==> config.mk <==
export PLATFORM = sky130hd
export DESIGN_NAME = pcgbc_top
export DESIGN_NICKNAME = d
export VERILOG_FILES = /design/src/pcgbc_pkg.sv /design/src/pcgbc_top.sv
export SDC_FILE = /design/constraint.sdc
export NUM_CORES = 1
export LEC_CHECK = 0
export BUFFER_PORTS_ARGS = -buffer_cell sky130_fd_sc_hd__clkbuf_2
export CAP_MARGIN = 20
export CORE_ASPECT_RATIO = 0.5
export CORE_MARGIN = 2
export CORE_UTILIZATION = 39
export DETAILED_ROUTE_END_ITERATION = 10
export GPL_TIMING_DRIVEN = 0
export PLACE_DENSITY = 0.83
export SLEW_MARGIN = 20
export SYNTH_ARGS = -nofsm -noshare
export SYNTH_HDL_FRONTEND = slang
export SYNTH_SLANG_ARGS = --single-unit
==> constraint.sdc <==
create_clock -name mclk -period 1.7 [get_ports mclk]
set_clock_uncertainty 0.2 [all_clocks]
set_input_delay 0.34 -clock mclk [delete_from_list [all_inputs] [get_ports mclk]]
set_output_delay 0.34 -clock mclk [all_outputs]
set_load 0.1 [all_outputs]
==> src/pcgbc_pkg.sv <==
// shared constants for the peripheral clock gate and backup clock control block
package pcgbc_pkg;
    localparam int ADDR_W = 12;
    localparam int DATA_W = 32;
    localparam logic [ADDR_W-1:0] GATES_OFFSET = 12'h000;
    localparam logic [ADDR_W-1:0] BDCTL_OFFSET = 12'h004;
    // clock gate bit positions
    localparam int CONV_POS = 29;
    localparam int PWR_POS = 28;
    localparam int BKP_POS = 27;
    localparam int CAN_POS = 25;
    localparam int USBD_POS = 23;
    localparam int I2C2_POS = 22;
    localparam int I2C1_POS = 21;
    localparam int SER3_POS = 18;
    localparam int SER2_POS = 17;
    localparam int SPI2_POS = 14;
    localparam int WDOG_POS = 11;
    localparam int TIM4_POS = 2;
    localparam int TIM3_POS = 1;
    localparam int TIM2_POS = 0;
    localparam logic [DATA_W-1:0] GATES_WMASK = 32'h3ae6_4807;
    localparam logic [DATA_W-1:0] GATES_RESET = 32'h0000_0000;
    // backup domain control field positions
    localparam int BACKUP_DOMAIN_SOFT_RESET_POS = 16;
    localparam int RTC_CLOCK_ENABLE_POS = 15;
    localparam int RTC_SOURCE_SELECT_POS = 8;
    localparam int BYP_POS = 2;
    localparam int RDY_POS = 1;
    localparam int XON_POS = 0;
    localparam int LSE_CLR_CYCLES = 6;
    localparam int HSE_RTC_DIV = 128;
    typedef enum logic [1:0] {
        PCGBC_SRC_NONE = 2'h0,
        PCGBC_SRC_SLOW_EXT = 2'h1,
        PCGBC_SRC_SLOW_INT = 2'h2,
        PCGBC_SRC_FAST_DIV = 2'h3
    } pcgbc_rtc_src_t;
endpackage

==> src/pcgbc_top.sv <==
// apb register slice: peripheral clock gates and backup domain clock control
//
// Design decisions made here: the APB slave port and the register addresses.
`timescale 1ns/100ps
module pcgbc_top
    import pcgbc_pkg::*;
(
    input wire logic mclk,
    input wire logic reset,
    input wire logic psel,
    input wire logic penable,
    input wire logic pwrite,
    input wire logic [ADDR_W-1:0] paddr,
    input wire logic [DATA_W-1:0] pwdata,
    output logic [DATA_W-1:0] prdata,
    output logic pready,
    output logic pslverr,
    input wire logic backup_access_enable,
    input wire logic backup_domain_por,
    input wire logic slow_external_osc,
    input wire logic slow_xtal_stable,
    output logic converter_clk_gate,
    output logic power_if_clk_gate,
    output logic backup_if_clk_gate,
    output logic can_clk_gate,
    output logic usb_device_clk_gate,
    output logic i2c_second_clk_gate,
    output logic i2c_first_clk_gate,
    output logic serial_third_clk_gate,
    output logic serial_second_clk_gate,
    output logic spi_second_clk_gate,
    output logic window_dog_clk_gate,
    output logic timer_four_clk_gate,
    output logic timer_three_clk_gate,
    output logic timer_two_clk_gate,
    output logic backup_domain_soft_reset,
    output logic slow_xtal_enable,
    output logic slow_xtal_bypass,
    output logic [1:0] rtc_source_select,
    output logic rtc_clock_enable
);

////////////////////////////////////////////////////////////////////////////////
// apb slave, one wait-free access phase with registered answers

logic [DATA_W-1:0] prdata_reg, prdata_next;
logic pready_reg, pready_next;
logic pslverr_reg, pslverr_next;
logic [DATA_W-1:0] gates_reg, gates_next;
logic soft_rst_reg, soft_rst_next;
logic xon_reg, xon_next;
logic byp_reg, byp_next;
logic [1:0] sel_reg, sel_next;
logic rtc_clock_enable_reg, rtc_clock_enable_next;
logic lock_reg, lock_next;
logic rdy_reg, rdy_next;
logic [2:0] cnt_reg, cnt_next;
logic lse_s1, lse_s2, lse_s3;
logic stb_s1, stb_s2;
logic setup, hit_gates, hit_bd, wr_gates, wr_bd, bd_rst, lse_edge;
logic [DATA_W-1:0] bd_view;

assign setup = psel & ~penable;
assign hit_gates = (paddr == GATES_OFFSET);
assign hit_bd = (paddr == BDCTL_OFFSET);
assign wr_gates = psel & penable & pready_reg & pwrite & hit_gates;
assign wr_bd = psel & penable & pready_reg & pwrite & hit_bd;

always_comb begin
    bd_view = '0;
    bd_view[BACKUP_DOMAIN_SOFT_RESET_POS] = soft_rst_reg;
    bd_view[RTC_CLOCK_ENABLE_POS] = rtc_clock_enable_reg;
    bd_view[RTC_SOURCE_SELECT_POS +: 2] = sel_reg;
    bd_view[BYP_POS] = byp_reg;
    bd_view[RDY_POS] = rdy_reg;
    bd_view[XON_POS] = xon_reg;
end

always_comb begin
    pready_next = setup;
    pslverr_next = setup & ~hit_gates & ~hit_bd;
    prdata_next = '0;
    if (setup & ~pwrite) begin
        if (hit_gates) begin
            prdata_next = gates_reg;
        end else if (hit_bd) begin
            prdata_next = bd_view;
        end
    end
end

always_ff @(posedge mclk) begin
    if (reset) begin
        prdata_reg <= '0;
        pready_reg <= 1'b0;
        pslverr_reg <= 1'b0;
    end else begin
        prdata_reg <= prdata_next;
        pready_reg <= pready_next;
        pslverr_reg <= pslverr_next;
    end
end

////////////////////////////////////////////////////////////////////////////////
// peripheral clock gates and backup soft reset, system reset domain

always_comb begin
    gates_next = gates_reg;
    soft_rst_next = soft_rst_reg;
    if (wr_gates) begin
        // enables move only on mclk, meant for a latch-based gate cell
        gates_next = pwdata & GATES_WMASK;
    end
    if (wr_bd) begin
        soft_rst_next = pwdata[BACKUP_DOMAIN_SOFT_RESET_POS];
    end
end

always_ff @(posedge mclk) begin
    if (reset) begin
        gates_reg <= GATES_RESET;
        soft_rst_reg <= 1'b0;
    end else begin
        gates_reg <= gates_next;
        soft_rst_reg <= soft_rst_next;
    end
end

////////////////////////////////////////////////////////////////////////////////
// slow oscillator inputs, two-stage synchronisers

assign lse_edge = lse_s2 & ~lse_s3;

always_ff @(posedge mclk) begin
    lse_s1 <= slow_external_osc;
    lse_s2 <= lse_s1;
    lse_s3 <= lse_s2;
    stb_s1 <= slow_xtal_stable;
    stb_s2 <= stb_s1;
end

////////////////////////////////////////////////////////////////////////////////
// backup domain bits, untouched by system reset

assign bd_rst = soft_rst_reg | backup_domain_por;

always_comb begin
    xon_next = xon_reg;
    byp_next = byp_reg;
    sel_next = sel_reg;
    rtc_clock_enable_next = rtc_clock_enable_reg;
    lock_next = lock_reg | rtc_clock_enable_reg;
    rdy_next = rdy_reg;
    cnt_next = cnt_reg;
    if (wr_bd && backup_access_enable) begin
        xon_next = pwdata[XON_POS];
        if (!xon_reg) begin
            byp_next = pwdata[BYP_POS];
        end
        if (!lock_next) begin
            sel_next = pwdata[RTC_SOURCE_SELECT_POS +: 2];
        end
        rtc_clock_enable_next = pwdata[RTC_CLOCK_ENABLE_POS];
    end
    if (sel_next == PCGBC_SRC_NONE) begin
        rtc_clock_enable_next = 1'b0;
    end
    if (xon_reg) begin
        cnt_next = '0;
        rdy_next = stb_s2;
    end else if (rdy_reg && lse_edge) begin
        // the oscillator winds down on its own clock, so count its edges
        if (cnt_reg == 3'(LSE_CLR_CYCLES - 1)) begin
            rdy_next = 1'b0;
            cnt_next = '0;
        end else begin
            cnt_next = cnt_reg + 3'h1;
        end
    end
end

// system reset deliberately absent here
always_ff @(posedge mclk) begin
    if (bd_rst) begin
        xon_reg <= 1'b0;
        byp_reg <= 1'b0;
        sel_reg <= PCGBC_SRC_NONE;
        rtc_clock_enable_reg <= 1'b0;
        lock_reg <= 1'b0;
        rdy_reg <= 1'b0;
        cnt_reg <= '0;
    end else begin
        xon_reg <= xon_next;
        byp_reg <= byp_next;
        sel_reg <= sel_next;
        rtc_clock_enable_reg <= rtc_clock_enable_next;
        lock_reg <= lock_next;
        rdy_reg <= rdy_next;
        cnt_reg <= cnt_next;
    end
end

////////////////////////////////////////////////////////////////////////////////
// outputs

assign prdata = prdata_reg;
assign pready = pready_reg;
assign pslverr = pslverr_reg;
assign converter_clk_gate = gates_reg[CONV_POS];
assign power_if_clk_gate = gates_reg[PWR_POS];
assign backup_if_clk_gate = gates_reg[BKP_POS];
assign can_clk_gate = gates_reg[CAN_POS];
assign usb_device_clk_gate = gates_reg[USBD_POS];
assign i2c_second_clk_gate = gates_reg[I2C2_POS];
assign i2c_first_clk_gate = gates_reg[I2C1_POS];
assign serial_third_clk_gate = gates_reg[SER3_POS];
assign serial_second_clk_gate = gates_reg[SER2_POS];
assign spi_second_clk_gate = gates_reg[SPI2_POS];
assign window_dog_clk_gate = gates_reg[WDOG_POS];
assign timer_four_clk_gate = gates_reg[TIM4_POS];
assign timer_three_clk_gate = gates_reg[TIM3_POS];
assign timer_two_clk_gate = gates_reg[TIM2_POS];
assign backup_domain_soft_reset = soft_rst_reg;
assign slow_xtal_enable = xon_reg;
assign slow_xtal_bypass = byp_reg;
assign rtc_source_select = sel_reg;
assign rtc_clock_enable = rtc_clock_enable_reg;
endmodule

# == Word level (Yosys, flattened, before mapping) ==
# Index checks and enable logic that the tools add are counted.
# totals
reg_bits,64
input_bits,53
wordCells,62
# op_classes
bitwise_logic,19
n_eq_ne,2
n_mux,8
n_addsub,1
n_reduce_logical,13
# ops
cell,n
two-way mux 30 bit,1
two-way mux 17 bit,1
"equality test 12 x 3 -> 1 bit, second input constant",1
logical NOT 12 bit,1
AND 1 bit,10
inverter 1 bit,7
OR reduction 2 bit,3
two-way mux 2 bit,2
AND reduction 2 bit,2
nonzero test 2 bit,2
OR reduction 4 bit,1
"adder 3 x 1 -> 3 bit, second input constant",1
"equality test 3 bit, second input constant",1
two-way mux 1 bit,3
two-way mux 3 bit,1
OR reduction 3 bit,1
logical AND 1 bit,2
logical NOT 2 bit,1
bitwise OR 1 bit,2

# == Logic depth before layout (Yosys ltp) ==
# Gate-level depths: netlist of the first run.
# logic_depth
depth_word,8
depth_mapped,6
mapped_depth_nobuf,4

# == Least setup slack after synthesis of the first run ==
# No wires, ideal clock.
# synth_timing
kind,register to register
startpoint,"register pready_reg, in the netlist pready"
endpoint,"register rtc_clock_enable_reg, in the netlist rtc_clock_enable"
setup_time_ns,0.103
synth_period_minus_slack_ns,2.329
required_time_ns,1.397
t_arrival_ns,2.026
path_slack_ns,-0.629
stages_incl_launch_ff,6
path_cell_list,dfxtp_1 > and4_4 > and4_1 > buf_4 > nand3_2 > a2111oi_2
# synth_via
elab_chain_cells,7
# synth_lines
element,line_no,source
"start, declared",pcgbc_top.sv:47,"logic pready_reg, pready_next;"
"start signal, assigned",pcgbc_top.sv:99,pready_reg <= pready_next;
AND 1 bit (*) (3 in series),pcgbc_top.sv:67,assign wr_bd = psel & penable & pready_reg & pwrite & hit_bd;
logical AND 1 bit (*),pcgbc_top.sv:155,if (wr_bd && backup_access_enable) begin
two-way mux 2 bit,pcgbc_top.sv:155,
logical NOT 2 bit,pcgbc_top.sv:165,if (sel_next == PCGBC_SRC_NONE) begin
OR reduction 2 bit (no line),-,
"end signal, assigned",pcgbc_top.sv:196,rtc_clock_enable_reg <= rtc_clock_enable_next;
"end, declared",pcgbc_top.sv:54,"logic rtc_clock_enable_reg, rtc_clock_enable_next;"
# Every way passes the cells marked *; elsewhere a longest branch is shown, timed or not.
# A chain may end at the register's enable or synchronous reset.

# == Worst setup path in the final report of the first run ==
# layout_timing
startpoint,input port paddr[10]
endpoint,"register prdata_reg[0], in the netlist prdata[0]"
# layout_via
elab_chain_cells,3
elab_cells_between_ends,4
# layout_lines
element,line_no,source
"start, declared",pcgbc_top.sv:13,"input wire logic [ADDR_W-1:0] paddr,"
equality test 12 x 3 -> 1 bit,pcgbc_top.sv:65,assign hit_bd = (paddr == BDCTL_OFFSET);
two-way mux 17 bit,pcgbc_top.sv:86,end else if (hit_bd) begin
two-way mux 30 bit (*),pcgbc_top.sv:84,if (hit_gates) begin
"end signal, assigned",pcgbc_top.sv:98,prdata_reg <= prdata_next;
"end, declared",pcgbc_top.sv:46,"logic [DATA_W-1:0] prdata_reg, prdata_next;"
# Marked as above.

==> summary.md, run 1 <==
| Metric | Value |
|---|---|
| Status | completed |
| P_leak | 1.188 nW |
| Post-Synthesis Cells | 192 |
| FILL cells | 371 |
| Vias in the first global route | ~1600 |
| RSZ-0062 raised after global routing | yes |
| GPL Wtd Cong | 0.8345 |
| DIE AREA | 5468 um2 |
| Worst-Skew Late Latency | 0.30 ns |
| Largest net degree at the start of global routing | 16 |
| Busiest grt layer | met2 |
| Actual slew at the worst max-slew pin | 0.5496 ns |
| Fraction of layout cells with a size suffix above 1 | 41.89% |
| Post-synthesis sequential area ratio | 52.81% |
| Cts bufs inserted | 5 |
| Synthesized area | 1896 um2 |
| Met1 GRT Util | 17.78% |
| M3 GR Usage | 5.416% |
| Async S/R FF share, synth | 0% |
| Mux cell area share after synthesis | 0% |
| Port bufs | 78 |
| Initial core utilization | 41.84% |
| Fin crit share | 99.55% |
| Root Driver | clkbuf_8 |
| Placed cell count | around 350 |
| Max Slew Vio Count | 0 |
| Clock-pin slew on the worst setup and hold paths | 0.10 ns |
| Worst setup EP type | flop |
| Drt pass-1 iters | 5 |
| Remaining antenna violation count | 0 |
| M2 GR Usage | 31.37% |
| Startpoint types | input port |
| Worst min-delay path class | in -> reg |
| Req. time, crit path | 1.74 ns |
| I/O Pins | about 110 |
| Area contributors post-synth | dfxtp_1, buf_4, a21oi_1 |
| Final Net Count | 348 |
| Post-synth EDFFs | 0 |
| Final min period | 1.692 ns |
| Syn Area/Cell | 9.873 um2 |
| Power per Cell Area | 907.5 nW/um2 |
| Area added between synthesis and finish | 40.33% |
| DRC errors left | 0 |
| Row count | 17 |
| CTS tree | yes |
| Reported max-cap violation count | 0 |
| Adder-Cell Fraction of Synth Area | 0% |
| Synth Flop Type | dfxtp_1 |
| CP Class | in -> reg |
| CORE AREA | 4531 um2 |
| HPWL after DPL | around 3.4 mm |
| CTS Sinks | 50 |
| Commonest cells post-synth | dfxtp_1, a21oi_1, o21ai_0, nand3_1 |
| Fmax | 590.9 MHz |
| Overall routing resource usage | 16.69% |
| Total grt overflow | 0 |
| Antenna cells | 0 |
| WL per Instance | between 10 and 15 um |
| Synth cell types | 32 |
| Vias/cell | 4.801 |
| Total Wirelength | about 4.8 mm |
| Die width | 102.6 um |
| Worst Path Arrival | 1.73 ns |
| Final Setup Violations | 0 |
| Compound-cell area share of the yosys netlist | 14.26% |
| Initial antenna violation count | 0 |
| Rel. slew slack | 63.51% |
| #FFs+latches synth | 50 |
| First-iteration detailed-routing DRC count | 115 |
| Area share of the largest cell type after synthesis | 52.81% |
| Max FFs per register | 18 |
| XOR/XNOR Fraction of Synth Area | 0.4620% |
| Area leader, netlist | dfxtp_1 |
| Die Ht | 53.30 um |
| First-pass GRT wire length | 6.893 mm |
| Main combinational cell family by area after synthesis | simple AND/OR/NAND/NOR gates |
| H-tree levels | 2 |
| Peak VDD IR | 0.0003656 V |
| Finished Layout Cells | 362 |
| Fraction of the mapped netlist area in simple logic gates | 23.17% |
| Via count | 1738 |
| Hold Vio Cnt, Final | 0 |
| Warnings, synthesis | 0 |
| Sum Neg Setup Slack | 0 ns |
| Reg2Reg Setup Slack | about 0.040 ns |
| CP Max Fanout | 4 |
| CTS max path bufs | 2 |
| Most numerous cell in the Yosys netlist | dfxtp_1 |
[power breakdown]
| part | switching (W) | internal, W | leakage [nW] |
|---|---|---|---|
| logic | 0.000209 | 0.0000702 | 0.712 |
| registers | 0.00000402 | 0.00118 | 0.407 |
| clock network | 0.000385 | 0.000568 | 0.0696 |
| total | 0.000598 | 0.00182 | 1.19 |
[cell type report]
cell class | instances | area, um2 | share of cell area, %
flip-flops and latches | 50 | 1008 | 37.91
well taps | 66 | 82.58 | 3.104
multi-input cells | 127 | 787.0 | 29.59
inverters | 4 | 15.01 | 0.5644
plain buffers | 23 | 171.4 | 6.444
clock inverters | 1 | 30.03 | 1.129
repair buffers | 84 | 457.9 | 17.22
clock buffers | 7 | 107.6 | 4.045
[critical path, cell delays in order]
cell and delay, ns:
buf_6 0.10, nor4_4 0.39, nand3_4 0.17, nor4_4 0.40, buf_4 0.19, a22o_1 0.14
[per-stage QoR]
stage	cell area (um2)	power, W	setup slack, ns	hold WS (ns)	utilization, %
final	2660	0.002414	0.007703	0.06427	58.71
after global routing	2660	0.002485	-0.05372	0.06026	58.71
after CTS	2625	0.002428	0.01056	0.05769	57.94
after detailed placement	2435	0.001477	-0.4225	0.1164	53.74
after global placement	2435	0.001474	-0.3309	0.1102	53.74
after floorplan	1962	0.001411	-0.07541	0.1096	-
[per-layer routing]
layer	share of wire, %	vias to the layer above
met5	0	-
met4	2.6	0
met3	6.8	16
met2	51	69
met1	40	799
li1	-	854
[cells by family (layout without fill, tap and decap cells)]
logic type / Yosys count / after routing
xor+xnor: 1 / 1
other cells: 1 / 14
compound gates: 48 / 48
simple gates: 64 / 64
flops: 50 / 50
buf+inv: 28 / 119
[cells in the final DEF, fill, tap and decap left out, drive strengths merged]
cell / netlist / layout
nand4b: 1 / 1
nor3: 5 / 5
o311ai: 1 / 1
and2: 16 / 16
xor2: 1 / 1
inv: 4 / 4
or3b: 1 / 1
nand2: 3 / 3
and3: 2 / 2
and4: 2 / 2
buf: 18 / 35
dlygate4sd3: 0 / 2
nor2: 3 / 3
or2: 1 / 1
o21ai: 19 / 19
clkbuf: 6 / 77
bufinv: 0 / 1
a22o: 3 / 3
nand3b: 1 / 1
nand3: 20 / 20
a21oi: 22 / 22
conb: 1 / 14
dfxtp: 50 / 50
nand4: 3 / 3
nor3b: 1 / 1
o31ai: 1 / 1
nor4: 5 / 5
a211oi: 1 / 1
a2111oi: 1 / 1
[path summary, 6_finish.rpt]
kind / start / to / depth (start not counted)
worst min register to register: lse_s1 / lse_s2 / 0
worst max register to register: pready / slow_xtal_bypass / 5
worst min-delay path: pwdata[17] / gates_reg[17] / 3
worst max-delay path: paddr[10] / prdata[0] / 6
[timing repair]
action	in CTS	in global routing
pin swaps	1	6
resized for setup	4	20
setup buffers	3	1
hold buffers	2	0
setup endpoints to repair	21	37
endpoints found under the hold margin	2	0
Power figures use the tool's default switching activity.
==> inputs of run 2 (changes only) <==
Settings changed: CAP_MARGIN 20 to unset, PLACE_DENSITY 0.83 to unset, PLACE_DENSITY_LB_ADDON set to 0.2.
==> run 2 against run 1 <==
  * Via count down 0.63%
  * Worst hold slack better by 0.0063 ns
  * Design area down 1.9%
  * Wire length down 7.3%
  * Critical path type is now reg -> out
==> summary.md, run 2 (same netlist as run 1, synthesis figures left out) <==
| Metric | Value |
|---|---|
| Die width | 102.6 um |
| Peak VDD IR | roughly 0.00061 V |
| CP Class | reg -> out |
| DIE AREA | 5468 um2 |
| Kind of cell adding the most delay to the critical path | buffers and inverters |
| Root Driver | clkbuf_8 |
| Rel. slew slack | 63.53% |
| Vias/cell | 4.758 |
| Crit-path slowest cell | clkbuf_2 |
| Fmax | 602.5 MHz |
| Final Setup Violations | 0 |
| Worst Path Arrival | between 1 and 1.5 ns |
| Status | completed |
| WL met3 | ~320 um |
| GPL Wtd Cong | 0.8047 |
| Req. time, crit path | 1.16 ns |
| Reported max-cap violation count | 0 |
| I/O Pins | 107 |
| Area added between synthesis and finish | 37.62% |
| Cts bufs inserted | 5 |
| Fraction of layout cells with a size suffix above 1 | 42.09% |
| Row count | 17 |
| CP Max Fanout | 4 |
| Remaining antenna violation count | 0 |
| Tot Pwr | approximately 0.0022 W |
| Final Net Count | 349 |
| Uppermost routed layer | met4 |
| Initial core utilization | 41.84% |
| Met2 routed WL | 2.182 mm |
| RSZ-0062 raised after global routing | yes |
| DRC errors left | 0 |
| Drt pass-1 iters | 4 |
| Area after DPL | 2435 um2 |
| CTS Sinks | 50 |
| Most frequent cells in the layout | clkbuf_2, dfxtp_1, a21oi_1, nand3_1, buf_4 |
| Commonest non-fill, non-tap cell in the layout | clkbuf_2 |
| Crit-path max cell delay | 0.46 ns |
| Die Ht | 53.30 um |
| Total grt overflow | 0 |
| Actual slew at the worst max-slew pin | between 0.5 and 0.6 ns |
| HPWL after DPL | 3.404 mm |
| Via count | ~1700 |
| CTS tree | yes |
| CP cell instances | clkbuf_2 |
| Buf/Inv on CP | 1 |
| Antenna cells | 0 |
| First-iteration detailed-routing DRC count | 38 |
| Max FFs per register | 18 |
| Worst-Skew Late Latency | 0.30 ns |
| Port bufs | 78 |
| Startpoint types | flop |
| Total Wirelength | 4.447 mm |
| CTS max path bufs | 2 |
| Sum Neg Setup Slack | 0 ns |
| Largest net degree at the start of global routing | 16 |
| H-tree levels | 2 |
| Hold Vio Cnt, Final | 0 |
| Clock-pin slew on the worst setup and hold paths | 0.09 ns |
| P_leak | between 1 and 1.5 nW |
| Fin area | 2609 um2 |
| Final min period | 1.660 ns |
| Power per Cell Area | 845.6 nW/um2 |
| First-pass GRT wire length | 6.886 mm |
| Worst min-delay path class | in -> reg |
| Vias in the first global route | between 1500 and 2000 |
| Worst setup EP type | output port |
| Overall routing resource usage | 16.66% |
| Max Slew Vio Count | 0 |
| Met1 WL | approximately 1.9 mm |
| Initial antenna violation count | 0 |
| Fin crit share | 97.63% |
| Reg2Reg Setup Slack | roughly 0.060 ns |
| WL per Instance | 12.25 um |
| CORE AREA | 4531 um2 |
## run 2: path summary, 6_finish.rpt
kind / start / end / cells past startpoint
worst max-delay path: backup_domain_soft_reset / backup_domain_soft_reset / 1
worst min register to register: stb_s1 / stb_s2 / 0
worst max register to register: pready / slow_xtal_bypass / 5
worst min-delay path: pwdata[23] / gates_reg[23] / 3
## run 2: metrics by stage
stage,utilization (%),hold WS (ns),cells,setup WS (ns)
after global placement,53.74,0.1101,349,-0.3731
after CTS,57.17,0.06659,363,0.007665
after detailed placement,53.74,0.1184,349,-0.4238
after floorplan,-,0.1096,205,-0.07541
after global routing,57.58,0.06363,363,-0.01918
final,57.58,0.07055,363,0.04030
## run 2: area by class of cell
| cell class | instances | area (um2) |
|---|---|---|
| buffer | 24 | 173.9 |
| clock buffer | 7 | 96.34 |
| clock inverter | 1 | 8.758 |
| fill | 399 | 1922 |
| inverter | 4 | 15.01 |
| multi-input combinational | 127 | 780.7 |
| sequential | 50 | 1008 |
| tap | 66 | 82.58 |
| timing repair buffer | 84 | 442.9 |
## run 2: power breakdown
group	switching [W]	internal [W]	leakage (nW)
sequential	0.00000256	0.00118	0.407
clock	0.000377	0.000373	0.0544
combinational	0.000208	0.0000680	0.712
## run 2: repair_timing
item                                   CTS  global route
hold buffers                             2             0
resized for setup                        0            22
endpoints found under the hold margin    2             0
pin swaps                                2             0
buffers inserted                         4             0
setup endpoints to repair               27            21
## run 2: metal layers
| metal | up-vias | GRT usage (%) |
|---|---|---|
| met2 | 64 | 31.15 |
| met5 | - | 0 |
| met1 | 804 | 18.44 |
| met4 | 0 | 5.778 |
| met3 | 5 | 4.624 |
| li1 | 854 | - |
